==> src/logic/lbd_cfg.svh <==
`ifndef LBD_CFG_SVH
`define LBD_CFG_SVH
`define LBD_IDX_CH5      8'h29
`define LBD_IDX_CH6      8'h2A
`define LBD_IDX_CH7      8'h2B
`define LBD_IDX_CH8      8'h2C
`define LBD_ADDR_W       8
`define LBD_DUTY_W       12
`define LBD_DUTY_MSB     11
`define LBD_FADE_BIT     12
`define LBD_REG_W        13
`define LBD_REG_RESET    13'h0000
`define LBD_DUTY_OFF     12'h000
`define LBD_DUTY_FULL    12'hFFF
`define LBD_PERIOD_LAST  12'hFFE
`define LBD_RESP_OKAY    2'h0
`define LBD_RESP_SLVERR  2'h2
`endif

==> src/logic/lbd_pkg.sv <==
package lbd_pkg;
	typedef logic [12:0] lbd_reg_t;
	typedef logic [11:0] lbd_duty_t;
	typedef enum logic [1:0] {LBD_IDLE, LBD_BRESP, LBD_RRESP} lbd_bus_e;
endpackage : lbd_pkg

==> src/logic/lbd_dim_channel.sv <==
`timescale 1ns/1ns
`include "lbd_cfg.svh"
module lbd_dim_channel
	import lbd_pkg::*;
(
	input  wire logic      aclk,
	input  wire logic      aresetn,
	input  wire logic [11:0] count,
	input  wire lbd_reg_t  cfg,
	output logic           dim_out
);
	typedef struct packed {
		logic out;
	} lbd_ch_s;
	lbd_ch_s st, next_st;

	always_comb begin
		next_st = st;
		if (cfg[`LBD_FADE_BIT])
			next_st.out = (cfg[`LBD_DUTY_MSB:0] != `LBD_DUTY_OFF);
		else if (cfg[`LBD_DUTY_MSB:0] == `LBD_DUTY_FULL)
			next_st.out = 1'b1;
		else
			next_st.out = (count < cfg[`LBD_DUTY_MSB:0]);
	end

	always_ff @(posedge aclk) begin
		if (!aresetn)
			st <= '0;
		else
			st <= next_st;
	end
	assign dim_out = st.out;
endmodule : lbd_dim_channel

==> src/logic/lbd_dim_regs.sv <==
`timescale 1ns/1ns
`include "lbd_cfg.svh"
module lbd_dim_regs
	import lbd_pkg::*;
(
	input  wire logic        aclk,
	input  wire logic        aresetn,
	input  wire logic [9:0]  s_axi_awaddr,
	input  wire logic        s_axi_awvalid,
	output logic             s_axi_awready,
	input  wire logic [31:0] s_axi_wdata,
	input  wire logic [3:0]  s_axi_wstrb,
	input  wire logic        s_axi_wvalid,
	output logic             s_axi_wready,
	output logic [1:0]       s_axi_bresp,
	output logic             s_axi_bvalid,
	input  wire logic        s_axi_bready,
	input  wire logic [9:0]  s_axi_araddr,
	input  wire logic        s_axi_arvalid,
	output logic             s_axi_arready,
	output logic [31:0]      s_axi_rdata,
	output logic [1:0]       s_axi_rresp,
	output logic             s_axi_rvalid,
	input  wire logic        s_axi_rready,
	output logic [3:0]       dim_out
);
	typedef struct packed {
		logic       aw_ready;
		logic [9:0] aw_addr;
		logic       w_ready;
		logic       ar_ready;
		logic [31:0] w_data;
		logic [3:0] w_strb;
		logic       bvalid;
		logic [1:0] bresp;
		logic       rvalid;
		logic [1:0] rresp;
		logic [31:0] rdata;
		logic [11:0] count;
		lbd_reg_t   cfg0;
		lbd_reg_t   cfg1;
		lbd_reg_t   cfg2;
		lbd_reg_t   cfg3;
	} lbd_st_s;
	lbd_st_s st, next_st;

	// Byte address is four times the register index; returns channel 0..3 or 4 for unmapped.
	function automatic logic [2:0] lbd_decode(input logic [9:0] a);
		if (a[1:0] != 2'h0)
			return 3'h4;
		case (a[9:2])
			`LBD_IDX_CH5: return 3'h0;
			`LBD_IDX_CH6: return 3'h1;
			`LBD_IDX_CH7: return 3'h2;
			`LBD_IDX_CH8: return 3'h3;
			default:      return 3'h4;
		endcase
	endfunction : lbd_decode

	function automatic lbd_reg_t lbd_merge(input lbd_reg_t old, input logic [31:0] d, input logic [3:0] s);
		lbd_reg_t r;
		r = old;
		if (s[0])
			r[7:0] = d[7:0];
		if (s[1])
			r[12:8] = d[12:8];
		return r;
	endfunction : lbd_merge

	logic [2:0] wsel;
	logic [2:0] rsel;
	logic       do_write;
	logic [3:0] ch_out;

	always_comb begin
		next_st = st;
		wsel = lbd_decode(st.aw_addr);
		rsel = lbd_decode(s_axi_araddr);
		do_write = !st.aw_ready && !st.w_ready && !st.bvalid;
		// Counter wraps after 4095 states so duty 0xFFF would otherwise never be fully on.
		next_st.count = (st.count == `LBD_PERIOD_LAST) ? 12'h000 : st.count + 12'h001;
		if (s_axi_awvalid && st.aw_ready) begin
			next_st.aw_ready = 1'b0;
			next_st.aw_addr = s_axi_awaddr;
		end
		if (s_axi_wvalid && st.w_ready) begin
			next_st.w_ready = 1'b0;
			next_st.w_data = s_axi_wdata;
			next_st.w_strb = s_axi_wstrb;
		end
		if (do_write) begin
			next_st.aw_ready = 1'b1;
			next_st.w_ready = 1'b1;
			next_st.bvalid = 1'b1;
			next_st.bresp = (wsel == 3'h4) ? `LBD_RESP_SLVERR : `LBD_RESP_OKAY;
			case (wsel)
				3'h0: next_st.cfg0 = lbd_merge(st.cfg0, st.w_data, st.w_strb);
				3'h1: next_st.cfg1 = lbd_merge(st.cfg1, st.w_data, st.w_strb);
				3'h2: next_st.cfg2 = lbd_merge(st.cfg2, st.w_data, st.w_strb);
				3'h3: next_st.cfg3 = lbd_merge(st.cfg3, st.w_data, st.w_strb);
				default: next_st.bresp = `LBD_RESP_SLVERR;
			endcase
		end
		if (st.bvalid && s_axi_bready)
			next_st.bvalid = 1'b0;
		if (s_axi_arvalid && st.ar_ready) begin
			next_st.ar_ready = 1'b0;
			next_st.rvalid = 1'b1;
			next_st.rresp = (rsel == 3'h4) ? `LBD_RESP_SLVERR : `LBD_RESP_OKAY;
			case (rsel)
				3'h0: next_st.rdata = {19'h00000, st.cfg0};
				3'h1: next_st.rdata = {19'h00000, st.cfg1};
				3'h2: next_st.rdata = {19'h00000, st.cfg2};
				3'h3: next_st.rdata = {19'h00000, st.cfg3};
				default: next_st.rdata = 32'h00000000;
			endcase
		end
		if (st.rvalid && s_axi_rready) begin
			next_st.rvalid = 1'b0;
			next_st.ar_ready = 1'b1;
		end
	end

	always_ff @(posedge aclk) begin
		if (!aresetn) begin
			st <= '0;
			// Ready flags are flops of their own so that every bus output leaves a register.
			st.aw_ready <= 1'b1;
			st.w_ready <= 1'b1;
			st.ar_ready <= 1'b1;
			st.cfg0 <= `LBD_REG_RESET;
			st.cfg1 <= `LBD_REG_RESET;
			st.cfg2 <= `LBD_REG_RESET;
			st.cfg3 <= `LBD_REG_RESET;
		end else begin
			st <= next_st;
		end
	end

	lbd_dim_channel u_ch0 (.aclk(aclk), .aresetn(aresetn), .count(st.count), .cfg(st.cfg0), .dim_out(ch_out[0]));
	lbd_dim_channel u_ch1 (.aclk(aclk), .aresetn(aresetn), .count(st.count), .cfg(st.cfg1), .dim_out(ch_out[1]));
	lbd_dim_channel u_ch2 (.aclk(aclk), .aresetn(aresetn), .count(st.count), .cfg(st.cfg2), .dim_out(ch_out[2]));
	lbd_dim_channel u_ch3 (.aclk(aclk), .aresetn(aresetn), .count(st.count), .cfg(st.cfg3), .dim_out(ch_out[3]));

	assign s_axi_awready = st.aw_ready;
	assign s_axi_wready  = st.w_ready;
	assign s_axi_bvalid  = st.bvalid;
	assign s_axi_bresp   = st.bresp;
	assign s_axi_arready = st.ar_ready;
	assign s_axi_rvalid  = st.rvalid;
	assign s_axi_rresp   = st.rresp;
	assign s_axi_rdata   = st.rdata;
	assign dim_out       = ch_out;
endmodule : lbd_dim_regs

==> config.mk <==
export PLATFORM = sky130hd
export DESIGN_NAME = lbd_dim_regs
export DESIGN_NICKNAME = d
export VERILOG_FILES = /design/src/logic/lbd_pkg.sv /design/src/logic/lbd_dim_channel.sv /design/src/logic/lbd_dim_regs.sv
export VERILOG_INCLUDE_DIRS = /design/src /design/src/logic
export SDC_FILE = /design/constraint.sdc
export NUM_CORES = 1
export LEC_CHECK = 0
export BUFFER_PORTS_ARGS = -buffer_cell sky130_fd_sc_hd__buf_2
export CAP_MARGIN = 0
export CORE_ASPECT_RATIO = 0.6
export CORE_MARGIN = 1
export CORE_UTILIZATION = 55
export CTS_BUF_LIST = sky130_fd_sc_hd__clkbuf_16
export DETAILED_ROUTE_END_ITERATION = 10
export GPL_TIMING_DRIVEN = 0
export PLACE_DENSITY = 0.78
export SETUP_SLACK_MARGIN = 0.05
export SLEW_MARGIN = 20
export SYNTH_ARGS = -nofsm -noshare
export SYNTH_HDL_FRONTEND = slang
export SYNTH_HIERARCHICAL = 1
export SYNTH_SLANG_ARGS = --single-unit
==> constraint.sdc <==
create_clock -name aclk -period 1.85 [get_ports aclk]
set_input_delay 0.37 -clock aclk [delete_from_list [all_inputs] [get_ports aclk]]
set_output_delay 0.37 -clock aclk [all_outputs]
set_load 0.01 [all_outputs]
==> results.md <==
* First-pass GRT wire length at between 30000 and 40000 microns
* Buf/Inv on CP at 1
* GPL Wtd Cong at slightly above 0.9
* Sink Count at 113
* # DRC at 0
* Die width at about 140 microns
* Worst min-delay path class: input port to register
* Ys Warns at 6
* PortBufs at 65
* Worst path slowest cell: dfxtp_1
* Most frequently used flop master after synthesis: dfxtp_1
* Num CTS Buffers at 17
* CP startpoint kind: register
* Pre-Repair DR Iteration Count at 5
* Hold wc startpoint: s_axi_rready
* R2R Path End: u_ch2/dim_out
* Clock Tree Root: clkbuf_16
* CP Max Fanout at 5
* I/O pins at between 100 and 150
* Top post-synthesis cells by area: dfxtp_1 (35%), mux2i_1 (10%), ha_1 (8.9%), nand2_1 (7.4%), buf_4 (4.6%)
* Hold Fails Final Rpt at 0
* Fmax at approximately 0.60 GHz
* Worst hold stages at 3
* Max-slew violation count at 0
* Post-route setup slack at roughly 0.19 ns
* Seq/Total Area, Yosys at 35.2%
* Final wirelength at 19700 microns
* Max_cap viols at 0
* #FFs+latches synth at between 100 and 150
* Initial antenna violation count at 0
* Critical path class: register to register
* TritonCTS clock tree: yes
* Post-synthesis cell area at 6430 sq um
* Antenna Nets Post-Route at 0
* Height of the die at ~86 microns
* Total global routing overflow at 0
* Net count, final at ~940
* Stages on the worst setup path at 6
* Total power at ~6.6 mW
* Synth Area per Inst at about 9 sq um
* Final worst-path cycle share at about nine tenths
* Site Rows at 30
* Reg-to-reg slack, setup at 0.19 ns
* Die area at roughly 12000 sq um
* Clk buf depth at 2
* P per Cell Area at 854 nW/um^2
* Async SR Flop Fraction at 0%
* Standby leakage power at 3.36 nW
* Worst vdd rail ir drop at around 0.00064 V
* Core area at ~11000 sq um
* Share of post-route cells with drive strength above 1 at approximately a fifth
* Routed len/inst at about 20 microns
* CP max stage delay at between 0.4 and 0.5 ns
* Number of global-route vias before repair at ~5600
* Most instantiated library cell after synthesis: nand2_1
* Syn-to-layout area delta at 19.6%
* Status: complete, no violations
* Initial core utilization at between 50% and 60%
* Largest net degree at the start of global routing at 17
* CP top delay family: flip-flops
* Yosys cell types at between 50 and 60
* Clock insertion delay at the later pin of the skew report at ~0.41 ns
* Leading area contributor after synthesis: dfxtp_1
* Clock skew at between 0.01 and 0.015 ns
* Clk pin slew, worst setup/hold paths at roughly 0.06 ns
* RR Startpoint: st[24]
* Post-synthesis cell count at 727
* Relative max-transition margin at a little over two fifths
* RSZ-0062 raised after global routing: false
* Worst-Margin Slew at 0.853 ns
* Final setup vio count at 0
* Pre-CTS WS at -0.316 ns
* Data arrival, critical path at a little under 2 ns
* Path depth of the worst reg2reg path at 6
* Post-synth top cells: nand2_1 (127), dfxtp_1 (113), mux2i_1 (65)
* EDFF count, synth at 0
* N_diodes at 0
* Worst Hold Endpoint: s_axi_arready
* Cell Chain, Critical Path: inv_1 -> ha_1 -> and4_4 -> a21oi_1 -> o221ai_1 -> o21ai_1
* Synth top area share at around a third
* Fin crit period at 1.66 ns
* Via count at 5944
* Total GRT Usage at between 30% and 40%
* Vias per std cell at between 5 and 6
* Detailed placer's ending HPWL at 14600 microns
* Crit. End Element: register
* Htree depth at 4
* Starting DRT DRC Count at between 600 and 700
* Critical Path RT at around 2.2 ns
-- cell usage in the layout (no fill, tap or decap), drive strengths merged, types with 6 or more instances in the layout --
cell type / count
clkbuf: 34
nor2b: 7
a21boi: 26
a21oi: 14
dfxtp: 113
a21o: 8
conb: 21
nand3: 14
and2: 6
a22oi: 13
mux2i: 65
nor3: 11
nand4: 20
a22o: 12
nor4b: 6
o22ai: 12
o21ai: 23
nor2: 22
nor3b: 6
inv: 57
ha: 46
buf: 113
and4: 11
o211ai: 6
xor2: 6
nand2: 127
-- per-stage QoR --
stage / cell area [sq um] / TNS (ns) / hold slack [ns] / utilization [%] / instances
floorplan: 6510 / 0 / 0.439 / - / 747
global placement: 7030 / -2.16 / 0.450 / 62.0 / 972
detailed placement: 7030 / -3.68 / 0.462 / 62.0 / 972
CTS: 7660 / 0 / 0.196 / 67.6 / 1004
global route: 7690 / 0 / 0.208 / 67.8 / 1006
finish: 7690 / 0 / 0.196 / 67.8 / 1006
-- what timing repair did --
item	4_1_cts	5_1_grt
endpoints found under the setup margin	9	15
gates cloned	0	1
hold buffers	0	0
resized for setup	2	3
pin swaps	0	2
setup buffers	0	1
-- registers in the layout, summed over array words and instances, names as in the netlist --
| name | flops |
|---|---|
| s_axi_arready | 1 |
| s_axi_awready | 1 |
| s_axi_bresp | 1 |
| s_axi_bvalid | 1 |
| s_axi_rdata | 13 |
| s_axi_rresp | 1 |
| s_axi_rvalid | 1 |
| s_axi_wready | 1 |
| st | 89 |
| u_ch0/dim_out | 1 |
| u_ch1/dim_out | 1 |
| u_ch2/dim_out | 1 |
| u_ch3/dim_out | 1 |
-- worst reg2reg max path, stage by stage, from the launching register on --
cell and delay, ns:
dfxtp_1 0.49, inv_1 0.09, ha_1 0.30, and4_4 0.21, a21oi_1 0.13, o221ai_1 0.14
o21ai_1 0.20
-- area by class of cell --
class / instances / area [sq um]
tap: 160 / 200
clock buffer: 17 / 425
sequential: 113 / 2270
clock inverter: 15 / 205
inverter: 53 / 199
timing repair buffer: 66 / 333
buffer: 64 / 420
fill: 944 / 3640
multi-input combinational: 518 / 3640
-- cell families (layout without fill, tap and decap cells) --
kind of cell	count (synthesis)	in the layout	share of synthesized area, %
simple gates	247	247	20.9
compound gates	129	130	13.9
buf+inv	117	215	9.61
flops	113	113	35.2
mux	66	66	10.3
fa+ha+maj	46	46	8.95
xor+xnor	8	8	1.09
other cells	1	21	0.0583
-- metal layers --
| layer | vias up | global-route usage, % | routed length (microns) |
|---|---|---|---|
| met3 | 56 | 8.77 | 2130 |
| met2 | 382 | 50.4 | 8120 |
| li1 | 2725 | - | - |
| met1 | 2779 | 48.1 | 9040 |
| met5 | - | 2.02 | 34 |
| met4 | 2 | 9.38 | 369 |
-- how the worst max path moves through the flow --
stage	start	to	slack [ns]
4_1_cts	st[56]	st[60]	0.06
3_5_place_dp	aresetn	s_axi_rdata[11]	-0.32
5_1_grt	st[36]	u_ch1/dim_out	0.12
3_3_place_gp	aresetn	st[61]	-0.25
6_report	st[24]	u_ch2/dim_out	0.19
2_1_floorplan	s_axi_bvalid	st[41]	0.40
-- report_power, final --
group | internal (mW) | switching, mW
Sequential | 2.49 | 0.0658
Combinational | 0.191 | 0.279
Clock | 2.27 | 1.27
Total | 4.95 | 1.61
Note: power is estimated with default switching activity, not from simulation.
